[src/logic/startup_seq_pkg.sv]
package startup_seq_pkg;

  // ---------------------------------------------------------------
  // Clock and timing
  // ---------------------------------------------------------------
  localparam int unsigned CLK_HZ = 250_000_000;
  localparam int unsigned RELEASE_DELAY_US = 500;
  localparam int unsigned RELEASE_DELAY_CYC = RELEASE_DELAY_US * (CLK_HZ / 1_000_000);
  localparam int unsigned DLY_W = 20;

  // ---------------------------------------------------------------
  // Register map (word offsets in bytes)
  // ---------------------------------------------------------------
  localparam logic [3:0] ADDR_CTRL = 4'h0;
  localparam logic [3:0] ADDR_STATUS = 4'h4;
  localparam logic [3:0] ADDR_COND = 4'h8;

  // Control register fields
  localparam int unsigned CTRL_MOD_EN_BIT = 4;
  localparam int unsigned CTRL_DIG_IN_BIT = 0;
  localparam int unsigned CTRL_SINGLE_BIT = 1;
  localparam logic [7:0] CTRL_RESET = 8'h00;

  // Tristate-command source selected by the mode pins
  typedef enum logic [1:0] {
    MODE_NOBUS = 2'b00,
    MODE_BUS = 2'b01,
    MODE_NOBUS_DIAG = 2'b10
  } bus_mode_t;

  // Comparator flags from the analog monitors, one bit each, high = satisfied
  typedef struct packed {
    logic upper_drop_ok;
    logic lower_drop_ok;
    logic below_upper_limit;
    logic below_upper_limit_abs;
    logic above_poweron;
    logic ripple_ref_ok;
    logic rail14_ok;
  } supply_flags_t;

  // Events that force tristate
  typedef struct packed {
    logic diag_active;
    logic offset_det;
    logic overcurrent2;
  } fault_flags_t;

endpackage

[src/logic/release_delay.sv]
// ---------------------------------------------------------------
// Qualification timer: done after CYCLES of uninterrupted run_i
// ---------------------------------------------------------------
module release_delay
  import startup_seq_pkg::*;
#(
  parameter int unsigned CYCLES = RELEASE_DELAY_CYC
) (
  input wire logic clk_sys_i,
  input wire logic rst_i,
  input wire logic run_i,
  output logic done_o
);

  logic [DLY_W-1:0] cnt_r;

  // Restart on any drop of the conditions
  always_ff @(posedge clk_sys_i or posedge rst_i) begin
    if (rst_i) begin
      cnt_r <= '0;
    end else if (!run_i) begin
      cnt_r <= '0;
    end else if (cnt_r != DLY_W'(CYCLES)) begin
      cnt_r <= cnt_r + 1'b1;
    end
  end

  assign done_o = run_i && (cnt_r == DLY_W'(CYCLES));

endmodule

[src/logic/modulator_startup_sequencer.sv]
// Notes on behaviour
// - Modulator stays tristate unless mode pin, command, thermal flag and supplies all hold.
// - PLL lock counts only when the digital input path is selected.
// - All seven supply comparator flags must be satisfied before release.
// - Without bus or diagnostic, command goes to one once digital supply settles.
// - In bus mode, command needs settled supply and host-written enable bit.
// - In no-bus diagnostic mode, command needs settled supply and fault-free diagnostic.
// - Thermal flag starts at one, clears on either second temperature threshold.
// - At start-up, release follows about 500 us after all conditions hold.
// - Split supply: after diagnostic tristate, resume 500 us after conditions return.
// - Single supply: block reference charge and release while reference exceeds 1.5 V.
// - Single supply: after tristate wait discharge below 1.5 V, recharge, then delay.
// - Diagnostic, offset or second overcurrent threshold force tristate.
//
// Added by the designer: the register offsets and the address-and-strobe port.
module modulator_startup_sequencer
  import startup_seq_pkg::*;
#(
  parameter int unsigned DELAY_CYCLES = RELEASE_DELAY_CYC
) (
  input wire logic clk_sys_i,
  input wire logic rst_i,
  input wire logic mode_level_pin_a_i,
  input wire logic mode_level_pin_b_i,
  input wire logic [1:0] bus_mode_i,
  input wire logic digital_supply_ok_i,
  input wire logic diag_done_i,
  input wire logic diag_fault_i,
  input wire logic pll_lock_i,
  input wire logic int_temp_thr2_i,
  input wire logic ext_temp_thr2_i,
  input wire supply_flags_t supply_i,
  input wire fault_flags_t fault_i,
  input wire logic ref_above_1v5_i,
  input wire logic [3:0] addr_i,
  input wire logic [7:0] wdata_i,
  input wire logic wr_i,
  input wire logic rd_i,
  output logic [7:0] rdata_o,
  output logic modulator_en_o,
  output logic ref_charge_en_o
);

  // ---------------------------------------------------------------
  // Register file
  // ---------------------------------------------------------------
  logic [7:0] ctrl_r;
  logic thermal_ok_r;
  logic release_cmd_r;
  logic conds_ok;
  logic done;
  logic mod_en_r;
  logic charge_en_r;
  logic [7:0] rdata_r;

  always_ff @(posedge clk_sys_i or posedge rst_i) begin
    if (rst_i) begin
      ctrl_r <= CTRL_RESET;
    end else if (wr_i && addr_i == ADDR_CTRL) begin
      ctrl_r <= wdata_i;
    end
  end

  // Unmapped addresses read as zero
  always_ff @(posedge clk_sys_i or posedge rst_i) begin
    if (rst_i) begin
      rdata_r <= 8'h00;
    end else if (rd_i) begin
      case (addr_i)
        ADDR_CTRL: rdata_r <= ctrl_r;
        ADDR_STATUS: rdata_r <= {4'h0, charge_en_r, thermal_ok_r, release_cmd_r, mod_en_r};
        ADDR_COND: rdata_r <= {conds_ok, supply_i};
        default: rdata_r <= 8'h00;
      endcase
    end else begin
      rdata_r <= 8'h00;
    end
  end

  assign rdata_o = rdata_r;

  // ---------------------------------------------------------------
  // Internal tristate command
  // ---------------------------------------------------------------
  logic cmd_nxt;

  always_comb begin
    case (bus_mode_t'(bus_mode_i))
      MODE_NOBUS: cmd_nxt = digital_supply_ok_i;
      MODE_BUS: cmd_nxt = digital_supply_ok_i && ctrl_r[CTRL_MOD_EN_BIT];
      MODE_NOBUS_DIAG: cmd_nxt = digital_supply_ok_i && diag_done_i && !diag_fault_i;
      default: cmd_nxt = 1'b0;
    endcase
  end

  always_ff @(posedge clk_sys_i or posedge rst_i) begin
    if (rst_i) begin
      release_cmd_r <= 1'b0;
    end else begin
      release_cmd_r <= cmd_nxt;
    end
  end

  // ---------------------------------------------------------------
  // Thermal flag
  // ---------------------------------------------------------------
  // Latched low: only a fresh start-up brings it back
  always_ff @(posedge clk_sys_i or posedge rst_i) begin
    if (rst_i) begin
      thermal_ok_r <= 1'b1;
    end else if (int_temp_thr2_i || ext_temp_thr2_i) begin
      thermal_ok_r <= 1'b0;
    end
  end

  // ---------------------------------------------------------------
  // Reference capacitor restart for single supply
  // ---------------------------------------------------------------
  logic single;
  assign single = ctrl_r[CTRL_SINGLE_BIT];

  // Charge drops with the modulator and restarts only once the cap is below 1.5 V
  always_ff @(posedge clk_sys_i or posedge rst_i) begin
    if (rst_i) begin
      charge_en_r <= 1'b0;
    end else if (!single) begin
      charge_en_r <= 1'b1;
    end else if (mod_en_r && !conds_ok) begin
      charge_en_r <= 1'b0;
    end else if (!charge_en_r && !ref_above_1v5_i) begin
      charge_en_r <= 1'b1;
    end
  end

  assign ref_charge_en_o = charge_en_r;

  // ---------------------------------------------------------------
  // Enable conditions and release
  // ---------------------------------------------------------------
  logic pll_ok;
  logic fault_any;
  assign pll_ok = !ctrl_r[CTRL_DIG_IN_BIT] || pll_lock_i;
  assign fault_any = |fault_i;

  always_comb begin
    conds_ok = (mode_level_pin_a_i || mode_level_pin_b_i) && release_cmd_r
               && thermal_ok_r && pll_ok && (&supply_i) && !fault_any
               && (!single || charge_en_r);
  end

  release_delay #(
    .CYCLES(DELAY_CYCLES)
  ) u_delay (
    .clk_sys_i(clk_sys_i),
    .rst_i(rst_i),
    .run_i(conds_ok),
    .done_o(done)
  );

  // Same delay after start-up and after any tristate event
  always_ff @(posedge clk_sys_i or posedge rst_i) begin
    if (rst_i) begin
      mod_en_r <= 1'b0;
    end else if (!conds_ok) begin
      mod_en_r <= 1'b0;
    end else if (done) begin
      mod_en_r <= 1'b1;
    end
  end

  assign modulator_en_o = mod_en_r;

  // ---------------------------------------------------------------
  // Assertions
  // ---------------------------------------------------------------
  a_fault_forces_off: assert property (@(posedge clk_sys_i) disable iff (rst_i)
    fault_any |=> !mod_en_r) else $error("modulator on during fault");
  a_lost_cond_off: assert property (@(posedge clk_sys_i) disable iff (rst_i)
    !conds_ok |=> !mod_en_r) else $error("modulator on without conditions");
  a_no_early_release: assert property (@(posedge clk_sys_i) disable iff (rst_i)
    $rose(mod_en_r) |-> $past(done)) else $error("release without delay");
  a_thermal_clear: assert property (@(posedge clk_sys_i) disable iff (rst_i)
    (int_temp_thr2_i || ext_temp_thr2_i) |=> !thermal_ok_r ##1 !mod_en_r)
    else $error("thermal flag not cleared");
  a_bus_cmd: assert property (@(posedge clk_sys_i) disable iff (rst_i)
    (bus_mode_i == MODE_BUS && !ctrl_r[CTRL_MOD_EN_BIT]) |=> !release_cmd_r)
    else $error("command set without enable bit");
  a_diag_cmd: assert property (@(posedge clk_sys_i) disable iff (rst_i)
    (bus_mode_i == MODE_NOBUS_DIAG && diag_fault_i) |=> !release_cmd_r)
    else $error("command set despite diagnostic fault");
  a_nobus_cmd: assert property (@(posedge clk_sys_i) disable iff (rst_i)
    (bus_mode_i == MODE_NOBUS && digital_supply_ok_i) |=> release_cmd_r)
    else $error("command not set on settled supply");
  a_pll_gate: assert property (@(posedge clk_sys_i) disable iff (rst_i)
    (ctrl_r[CTRL_DIG_IN_BIT] && !pll_lock_i) |=> !mod_en_r)
    else $error("release without pll lock");
  a_supply_gate: assert property (@(posedge clk_sys_i) disable iff (rst_i)
    !(&supply_i) |=> !mod_en_r) else $error("release with supply out of range");
  a_ref_block: assert property (@(posedge clk_sys_i) disable iff (rst_i)
    (single && !charge_en_r && ref_above_1v5_i) |=> !charge_en_r && !mod_en_r)
    else $error("charge restarted above 1.5 V");
  a_ref_restart: assert property (@(posedge clk_sys_i) disable iff (rst_i)
    (single && mod_en_r && !conds_ok) |=> !charge_en_r)
    else $error("charge kept after tristate event");
  a_mode_gate: assert property (@(posedge clk_sys_i) disable iff (rst_i)
    !(mode_level_pin_a_i || mode_level_pin_b_i) |=> !mod_en_r)
    else $error("release without mode pin");
  a_stays_on: assert property (@(posedge clk_sys_i) disable iff (rst_i)
    (mod_en_r && conds_ok) |=> mod_en_r) else $error("modulator dropped with conditions ok");

  // ---------------------------------------------------------------
  // Checker helpers
  // ---------------------------------------------------------------
  // Counts edges with all conditions held, saturating one past the delay, so that
  // the release timing can be checked without a long repetition in a property
  localparam logic [DLY_W:0] RUN_FULL = (DLY_W + 1)'(DELAY_CYCLES + 1);
  logic [DLY_W:0] ok_run_r;

  always_ff @(posedge clk_sys_i or posedge rst_i) begin
    if (rst_i) begin
      ok_run_r <= '0;
    end else if (!conds_ok) begin
      ok_run_r <= '0;
    end else if (ok_run_r != RUN_FULL) begin
      ok_run_r <= ok_run_r + 1'b1;
    end
  end

  a_release_timing: assert property (@(posedge clk_sys_i) disable iff (rst_i)
    $rose(mod_en_r) |-> ok_run_r == RUN_FULL) else $error("release at wrong cycle");
  a_release_late: assert property (@(posedge clk_sys_i) disable iff (rst_i)
    (ok_run_r == RUN_FULL && conds_ok) |-> mod_en_r) else $error("release missing after delay");
  a_illegal_mode: assert property (@(posedge clk_sys_i) disable iff (rst_i)
    (bus_mode_i == 2'b11) |=> !release_cmd_r) else $error("command set in illegal mode");
  a_thermal_sticky: assert property (@(posedge clk_sys_i) disable iff (rst_i)
    !thermal_ok_r |=> !thermal_ok_r) else $error("thermal flag returned without reset");
  a_split_charge: assert property (@(posedge clk_sys_i) disable iff (rst_i)
    !single |=> charge_en_r) else $error("charge blocked in split supply");
  a_ctrl_write: assert property (@(posedge clk_sys_i) disable iff (rst_i)
    (wr_i && addr_i == ADDR_CTRL) |=> ctrl_r == $past(wdata_i))
    else $error("control write lost");
  a_rdata_idle: assert property (@(posedge clk_sys_i) disable iff (rst_i)
    !rd_i |=> rdata_r == 8'h00) else $error("read data without read");
  a_ctrl_read: assert property (@(posedge clk_sys_i) disable iff (rst_i)
    (rd_i && addr_i == ADDR_CTRL) |=> rdata_r == $past(ctrl_r))
    else $error("control read wrong");
  a_status_read: assert property (@(posedge clk_sys_i) disable iff (rst_i)
    (rd_i && addr_i == ADDR_STATUS) |=> rdata_r[0] == $past(mod_en_r)
    && rdata_r[2] == $past(thermal_ok_r)) else $error("status read wrong");
  a_cond_read: assert property (@(posedge clk_sys_i) disable iff (rst_i)
    (rd_i && addr_i == ADDR_COND) |=> rdata_r == {$past(conds_ok), $past(supply_i)})
    else $error("condition read wrong");

  c_release: cover property (@(posedge clk_sys_i) disable iff (rst_i) $rose(mod_en_r));
  c_fault_trip: cover property (@(posedge clk_sys_i) disable iff (rst_i)
    mod_en_r && fault_any);
  c_single_restart: cover property (@(posedge clk_sys_i) disable iff (rst_i)
    single && $rose(charge_en_r));
  c_thermal_trip: cover property (@(posedge clk_sys_i) disable iff (rst_i)
    $fell(thermal_ok_r));

endmodule

[config.mk]
export PLATFORM = sky130hd
export DESIGN_NAME = modulator_startup_sequencer
export DESIGN_NICKNAME = d
export VERILOG_FILES = /design/src/logic/startup_seq_pkg.sv /design/src/logic/release_delay.sv /design/src/logic/modulator_startup_sequencer.sv
export SDC_FILE = /design/constraint.sdc
export NUM_CORES = 1
export LEC_CHECK = 0
export ABC_CLOCK_PERIOD_IN_PS = 2000
export BUFFER_PORTS_ARGS = -buffer_cell sky130_fd_sc_hd__buf_4
export CORE_ASPECT_RATIO = 0.5
export CORE_UTILIZATION = 30
export DETAILED_ROUTE_END_ITERATION = 12
export PLACE_DENSITY_LB_ADDON = 0.08
export SYNTH_ARGS = -nofsm -noshare
export SYNTH_HDL_FRONTEND = slang
export SYNTH_SLANG_ARGS = --single-unit
[constraint.sdc]
create_clock -name clk_sys_i -period 2 [get_ports clk_sys_i]
set_input_delay 0.4 -clock clk_sys_i [delete_from_list [all_inputs] [get_ports clk_sys_i]]
set_output_delay 0.4 -clock clk_sys_i [all_outputs]
set_load 0.05 [all_outputs]
# == After elaboration in Yosys (flattened, before gate mapping) ==
# Index checks and enable logic that the tools add are counted.
# totals
register_bits,40
output_inout_bits,10
# op_classes
n_reduce_logical,28
eq_ne,9
muxes,10
addsub,1
# op_table
operator,n
20-bit two-way mux,2
8-bit case mux with 3 select lines,1
20-bit by 1-bit adder with 20-bit output (second input constant),1
20-bit by 17-bit equality test with 1-bit output (second input constant),1
20-bit by 17-bit != test with 1-bit output (second input constant),1
1-bit logical AND,13
8-bit two-way mux,1
1-bit logical NOT,7
7-bit AND reduction,1
1-bit two-way mux,5
4-bit by 3-bit equality test with 1-bit output (second input constant),1
4-bit equality test (second input constant),1
4-bit logical NOT,1
1-bit logical OR,4
2-bit != test (second input constant),2
3-bit by 1-bit != test with 1-bit output (second input constant),1
1-bit case mux with 3 select lines,1
3-bit OR reduction,1
2-bit by 1-bit equality test with 1-bit output (second input constant),1
2-bit equality test (second input constant),1
2-bit logical NOT,1

# == Logic depth before layout (Yosys ltp) ==
# Gate-level depths: netlist (run 1).
# depth
word_depth,11
depth_mapped,6
depth_no_buf,6

# == Cells and area by module ==
# Synthesis (run 1) repeated with hierarchy kept, for this count alone.
# hier_totals
hier_cells,194
hier_area_um2,2092.0
# modules_own_cells
mod,cells_per_inst,area_each_um2,seq_area_each_um2,n_inst
release_delay,117,1159.9,500.5,1
modulator_startup_sequencer,77,932.1,501.7,1

# == Worst setup path before layout (run 1) ==
# Ideal clock, no wire load.
# synth_path
path_kind,flip-flop to flip-flop
start,reg u_delay.cnt_r[4]
end,reg u_delay.cnt_r[17]
period_less_slack_ps,1668
stages_incl_launch_ff,5
path_slack_ps,332
arrival_time_ps,1590
path_cell_list,dfrtp_1 nand4_4 or4_4 or3_1 a21oi_1
# synth_via
elab_chain_len,3
# synth_lines
item,line_no,source
from (decl),release_delay.sv:15,logic [DLY_W-1:0] cnt_r;
from (signal assigned),release_delay.sv:24,cnt_r <= cnt_r + 1'b1;
20-bit by 1-bit adder with 20-bit output,release_delay.sv:24,
20-bit two-way mux,release_delay.sv:23,end else if (cnt_r != DLY_W'(CYCLES)) begin
20-bit two-way mux,release_delay.sv:21,end else if (!run_i) begin
# Parallel ways exist; a longest one is shown, timed or not. The select of a mux whose other input is x is not followed.
# A chain may end at the register's enable or synchronous reset.

# == Final worst setup path (run 1) ==
# layout_path
start,reg u_delay.cnt_r[4]
end,reg u_delay.cnt_r[19]
# The elaborated chain is that of the path after synthesis.

==> out/qor.yml, run 1 <==
ys.flop_type: "dfrtp_1"
cts_tree: "built"
die-area_um2: 6890
htree_levels: 2
avgSynthCellArea_um2: 9.97
regToRegStartpoint: "u_delay.cnt_r[4]"
fin_cells: 337
synth_top_area_frac: 0.497
fin_tns_setup_ns: 0
worstSetupStartpointType: "register"
synth.area.top_cells: "dfrtp_1 50%, nor2_1 6.3%, xnor2_1 4.5%"
die_h_um: 59.2
clk_pin_slew_ns: 0.06
synth_edf_count: 0
die_w_um: 116
synthSimpleGateAreaFrac: 0.242
postSynthCellCount: 197
post-route-util: 0.415
syn_nets: 236
synth_xor_area_frac: 0.0535
worstSetupEndpointType: "register"
root_buffer: "clkbuf_16"
crit_arrival_ns: 2.00
preCtsSetupSlack_ns: 0.240
critPathRequiredTime_ns: 2.20
n_antenna_cell: 0
dp_hpwl_um: 3240
ys_warn_count: 0
slew_headroom: 0.654
ant_nets: 0
synth_top_area_cell: "dfrtp_1"
port_buffers: 46
async_flop_share: 1.00
path_class: "register to register"
timing.final.crit_period_ns: 1.79
reg2regPathDepth: 4
p_per_area_nw_per_um2: 722
synth-seq-cells: 40
clock_latency_ns: 0.28
post-route-period-util: 0.895
status: "finished clean"
post-route-drc-count: 0
worstMarginPinSlew_ns: 0.520
synthMuxAreaShare: 0.0758
wl_um: 4490
hold_depth: 2
max-cap-violations: 0
fin_ws_ns: 0.209
grt_pass1_vias: 1673
clock_sinks: 40
clockBufferDepth: 2
cts_made_buffers: 5
rsz0062_at_grt: "no"
yosysSeqAreaShare: 0.511
overflow: 0
holdPathEnd: "thermal_ok_r"
ys_types: 37
peakVddDrop_v: 0.000306
grt_first_pass_wirelength_um: 7910
min_from: "ext_temp_thr2_i"
slew_viol_final: 0
first_iter_violations: 68
antenna_found_initial: 0
synth_fa_ha_area_frac: 0.0127
finalSetupViolations: 0
r2r_slack_ns: 0.21
wl_per_cell_um: 13.3
rows: 20
routed-via-count: 1633
synth_top_family_by_area: "simple AND/OR/NAND/NOR gates"
reg2reg_to: "u_delay.cnt_r[19]"
crit_fanout: 9
io_pins: 47
timing.fmax_ghz: 0.559
finalHoldViolCount: 0
cts_resized: 0
whs_ns: 0.236
leakage_uw: 0.00109
fillers: 622
cts_setup_buffers: 0
grt_max_degree: 41
initial_utilization: 0.318
gp_congestion: 0.758
worst_hold_path_type: "input pin to register"
hold_buffers: 0
place_inst: 329
nets: 287
viasPerCell: 4.85
fin_skew_ns: 0.00498
netlist_area_um2: 1960
area_growth_syn_to_layout_pct: 30.8
synth_compound_area_frac: 0.0765
core_um2: 6180
dr.pass1.iters: 4
grt_util_all_layers: 0.152
drive_above_1_share: 0.265
## synthesized netlist by cell type, drive strengths merged, types with 2 or more instances
| cell type | number |
|---|---|
| nor3 | 4 |
| dfrtp | 39 |
| mux2i | 7 |
| nor4 | 2 |
| ha | 2 |
| inv | 10 |
| nand4 | 6 |
| o21ai | 7 |
| nand4b | 2 |
| nor2b | 3 |
| nand3 | 9 |
| mux2 | 7 |
| nor4b | 3 |
| nor3b | 2 |
| a21oi | 14 |
| clkbuf | 4 |
| or4 | 3 |
| nand2 | 8 |
| nand2b | 2 |
| nor2 | 33 |
| xnor2 | 10 |
| xor2 | 2 |
| or3 | 6 |
| o21a | 2 |
## state kept, by name, indices dropped and copies added (netlist names)
name / count
u_delay.cnt_r: 20
ctrl_r: 8
rdata_o: 8
modulator_en_o: 1
ref_charge_en_o: 1
release_cmd_r: 1
thermal_ok_r: 1
## through the flow
step / instance area, µm² / total power, µW
final: 2570 / 1850
after CTS: 2570 / 1880
after global routing: 2570 / 1940
after floorplan: 1960 / 984
after detailed placement: 2420 / 1070
after global placement: 2420 / 1070
## cell type report
| type | count | area, µm² | share of cell area |
|---|---|---|---|
| clock buffer | 8 | 146 | 0.0570 |
| inverter | 10 | 37.5 | 0.0146 |
| multi-input combinational | 142 | 903 | 0.352 |
| sequential | 40 | 1000 | 0.390 |
| tap | 88 | 110 | 0.0429 |
| timing repair buffer | 49 | 368 | 0.143 |
## cells in the final DEF (no fill, tap or decap), types with 2 or more instances in the layout
cell,Yosys,layout
o21a_1,2,2
xor2_1,2,2
xnor2_1,10,10
clkbuf_16,0,5
mux2i_1,7,7
nand2_1,8,8
inv_1,10,10
nor2b_1,3,3
ha_1,2,2
dfrtp_1,39,39
nand2b_1,2,2
nor4_1,2,2
or3_1,6,6
nand4_1,5,5
clkbuf_1,3,2
a21oi_1,14,14
nand4b_1,2,2
nor4b_1,3,3
nor3_1,4,4
nor3b_1,2,2
or4_4,2,2
nor2_1,33,33
nand3_1,9,9
buf_4,0,49
mux2_2,7,7
o21ai_0,7,7
## worst max path at each step
stage | startpoint | to | slack [ns] | depth (start not counted)
global route | u_delay.cnt_r[3] | u_delay.cnt_r[16] | 0.07 | 4
CTS | u_delay.cnt_r[4] | u_delay.cnt_r[19] | 0.20 | 4
global placement | u_delay.cnt_r[3] | u_delay.cnt_r[17] | 0.27 | 4
floorplan | u_delay.cnt_r[4] | u_delay.cnt_r[17] | 0.33 | 4
finish | u_delay.cnt_r[4] | u_delay.cnt_r[19] | 0.21 | 4
detailed placement | u_delay.cnt_r[4] | u_delay.cnt_r[19] | 0.24 | 4
## report_power, final
| part | switching [µW] | internal [µW] |
|---|---|---|
| Sequential | 24.6 | 852 |
| Clock | 301 | 498 |
| Combinational | 80.2 | 100 |
| Total | 405 | 1450 |
## critical path, cell delays in order, from the launching register on
cell	delay (ns)
dfrtp_1	0.46
nand4_4	0.19
or4_4	0.60
or3_1	0.32
a21oi_1	0.15
## logic make-up after synthesis
logic type / count (synthesis)
adder cells (fa/ha/maj): 2
flip-flops: 40
multiplexers: 14
AO/OA/AOI/OAI: 27
XOR/XNOR: 12
buffers and inverters: 15
AND/OR/NAND/NOR: 87
## metal layers
metal | up-vias | GRT usage | part of all wire
met1 | 784 | 0.196 | 0.46
met5 | - | 0 | 0
met4 | 0 | 0.0421 | 0.011
li1 | 788 | - | -
met3 | 4 | 0.0460 | 0.062
met2 | 57 | 0.251 | 0.46
(Power assumes the default switching activity.)
==> run 2, diff against run 1 <==
Settings changed: RECOVER_POWER from default to 100.
==> out/qor.yml, run 2 (synthesized netlist as in run 1, its figures left out) <==
critPathRequiredTime_ns: 2.20  # about the same
grt_max_degree: 41  # unchanged
peakVddDrop_v: 0.000306  # +0.11%
cts_setup_buffers: 0  # unchanged
fin_skew_ns: 0.00547  # +0.000490 ns
clk_pin_slew_ns: 0.06  # about the same
met1_usage: 0.196  # unchanged
crit_fanout: 9  # unchanged
dp_hpwl_um: 3240  # unchanged
grt_use_met2: 0.251  # unchanged
whs_ns: 0.241  # +0.00510 ns
worstSetupStartpointType: "register"
wl_um: 4480  # -0.13%
finalHoldViolCount: 0  # unchanged
worstMarginPinSlew_ns: 1.01  # +0.493 ns
cts_made_buffers: 5  # unchanged
hold_buffers: 0  # unchanged
hold_depth: 2  # unchanged
post-route-util: 0.407  # -0.00810
routed-via-count: 1623  # -0.61%
core_um2: 6180  # unchanged
die_w_um: 116  # unchanged
initial_utilization: 0.318  # unchanged
seqPwrFrac: 0.473  # about the same
worstSetupEndpointType: "register"
nets: 287  # unchanged
p_switching_uw: 408  # +0.56%
slew_viol_final: 0  # unchanged
drive_above_1_share: 0.213  # -0.0522
fillers: 630  # +1.3%
p_total_uw: 1850  # -0.11%
p_int_uw: 1450  # -0.30%
regToRegStartpoint: "u_delay.cnt_r[4]"
leakage_uw: 0.00104  # -4.4%
timing.fmax_ghz: 0.543  # -2.7%
combPwrFrac: 0.095  # -0.002
max-cap-violations: 0  # unchanged
root_buffer: "clkbuf_16"
viasPerCell: 4.82  # -0.61%
r2r_slack_ns: 0.16  # -0.05 ns
p_per_area_nw_per_um2: 736  # +1.9%
status: "finished clean"
cts_tree: "built"
die_h_um: 59.2  # unchanged
clock_sinks: 40  # unchanged
final_common_cell: "dfrtp_1"
io_pins: 47  # unchanged
clock_latency_ns: 0.28  # about the same
rows: 20  # unchanged
timing.final.crit_period_ns: 1.84  # +0.0499 ns
grt_util_all_layers: 0.152  # unchanged
min_from: "ext_temp_thr2_i"
area_growth_syn_to_layout_pct: 28.2
path_class: "register to register"
reg2regPathDepth: 4  # unchanged
mostFrequentLayoutCells: "39 x dfrtp_1, 34 x buf_4, 33 x nor2_1, 14 x a21oi_1, 13 x clkbuf_1"
post-route-drc-count: 0  # unchanged
htree_levels: 2  # unchanged
dr.pass1.iters: 4  # unchanged
holdPathEnd: "thermal_ok_r"
grt.busiest_layer: "met2"
rsz0062_at_grt: "no"
reg2reg_to: "u_delay.cnt_r[19]"
largest_register_ffs: 20  # unchanged
wl_per_cell_um: 13.3  # -0.13%
p_sw_frac: 0.220  # +0.00147
clockBufferDepth: 2  # unchanged
regMostFlops: "u_delay.cnt_r"
finalSetupViolations: 0  # unchanged
use_met3: 0.0460  # unchanged
grt_pass1_vias: 1673  # unchanged
crit_arrival_ns: 2.04  # +0.04 ns
antenna_found_initial: 0  # unchanged
slew_headroom: 0.325  # -0.329
fin_tns_setup_ns: 0  # unchanged
ant_nets: 0  # unchanged
worst_hold_path_type: "input pin to register"
first_iter_violations: 55  # -19%
overflow: 0  # unchanged
p_clk_frac: 0.432  # +0.002
post-route-period-util: 0.920  # +0.0249
grt_first_pass_wirelength_um: 7910  # unchanged
n_antenna_cell: 0  # unchanged
die-area_um2: 6890  # unchanged
gp_congestion: 0.758  # unchanged
cts_resized: 0  # unchanged
port_buffers: 46  # unchanged
==> run 2: routing by layer <==
metal  part of all wire  up-vias  wire (µm)
met5                  0        -          0
met4              0.011        0         48
met3              0.054        4        240
met2               0.46       52       2040
met1               0.48      779       2150
li1                   -      788          -
==> run 2: critical path, cell delays in order (launching register included) <==
cell	delay, ns
dfrtp_1	0.46
nand4_4	0.18
or4_1	0.64
or3_1	0.34
a21oi_1	0.15
==> run 2: worst max-delay path by stage <==
stage,depth (start not counted),end,from
2_1_floorplan,4,u_delay.cnt_r[17],u_delay.cnt_r[4]
3_3_place_gp,4,u_delay.cnt_r[17],u_delay.cnt_r[3]
3_5_place_dp,4,u_delay.cnt_r[19],u_delay.cnt_r[4]
4_1_cts,4,u_delay.cnt_r[19],u_delay.cnt_r[4]
5_1_grt,4,u_delay.cnt_r[17],u_delay.cnt_r[3]
6_report,4,u_delay.cnt_r[19],u_delay.cnt_r[4]
==> run 2: power by group through the flow <==
stage / combinational, µW / sequential, µW / clock [µW]
after floorplan: 90.3 / 894 / 0
after global placement: 180 / 890 / 0
after detailed placement: 183 / 892 / 0
final: 176 / 876 / 801
after global routing: 198 / 882 / 859
after CTS: 183 / 877 / 822
==> run 2: area by class of cell <==
cell class | count | area (µm²) | area share
inverters | 10 | 37.5 | 0.0149
repair buffers | 49 | 322 | 0.128
well taps | 88 | 110 | 0.0437
multi-input cells | 142 | 900 | 0.357
flip-flops and latches | 40 | 1000 | 0.398
clock buffers | 8 | 146 | 0.0582
==> run 2: metrics by stage <==
| stage | worst slack [ns] | instance area (µm²) | std cells |
|---|---|---|---|
| floorplan | 0.332 | 1960 | 197 |
| global placement | 0.271 | 2420 | 329 |
| detailed placement | 0.240 | 2420 | 329 |
| CTS | 0.203 | 2570 | 337 |
| global route | 0.0501 | 2520 | 337 |
| finish | 0.160 | 2520 | 337 |
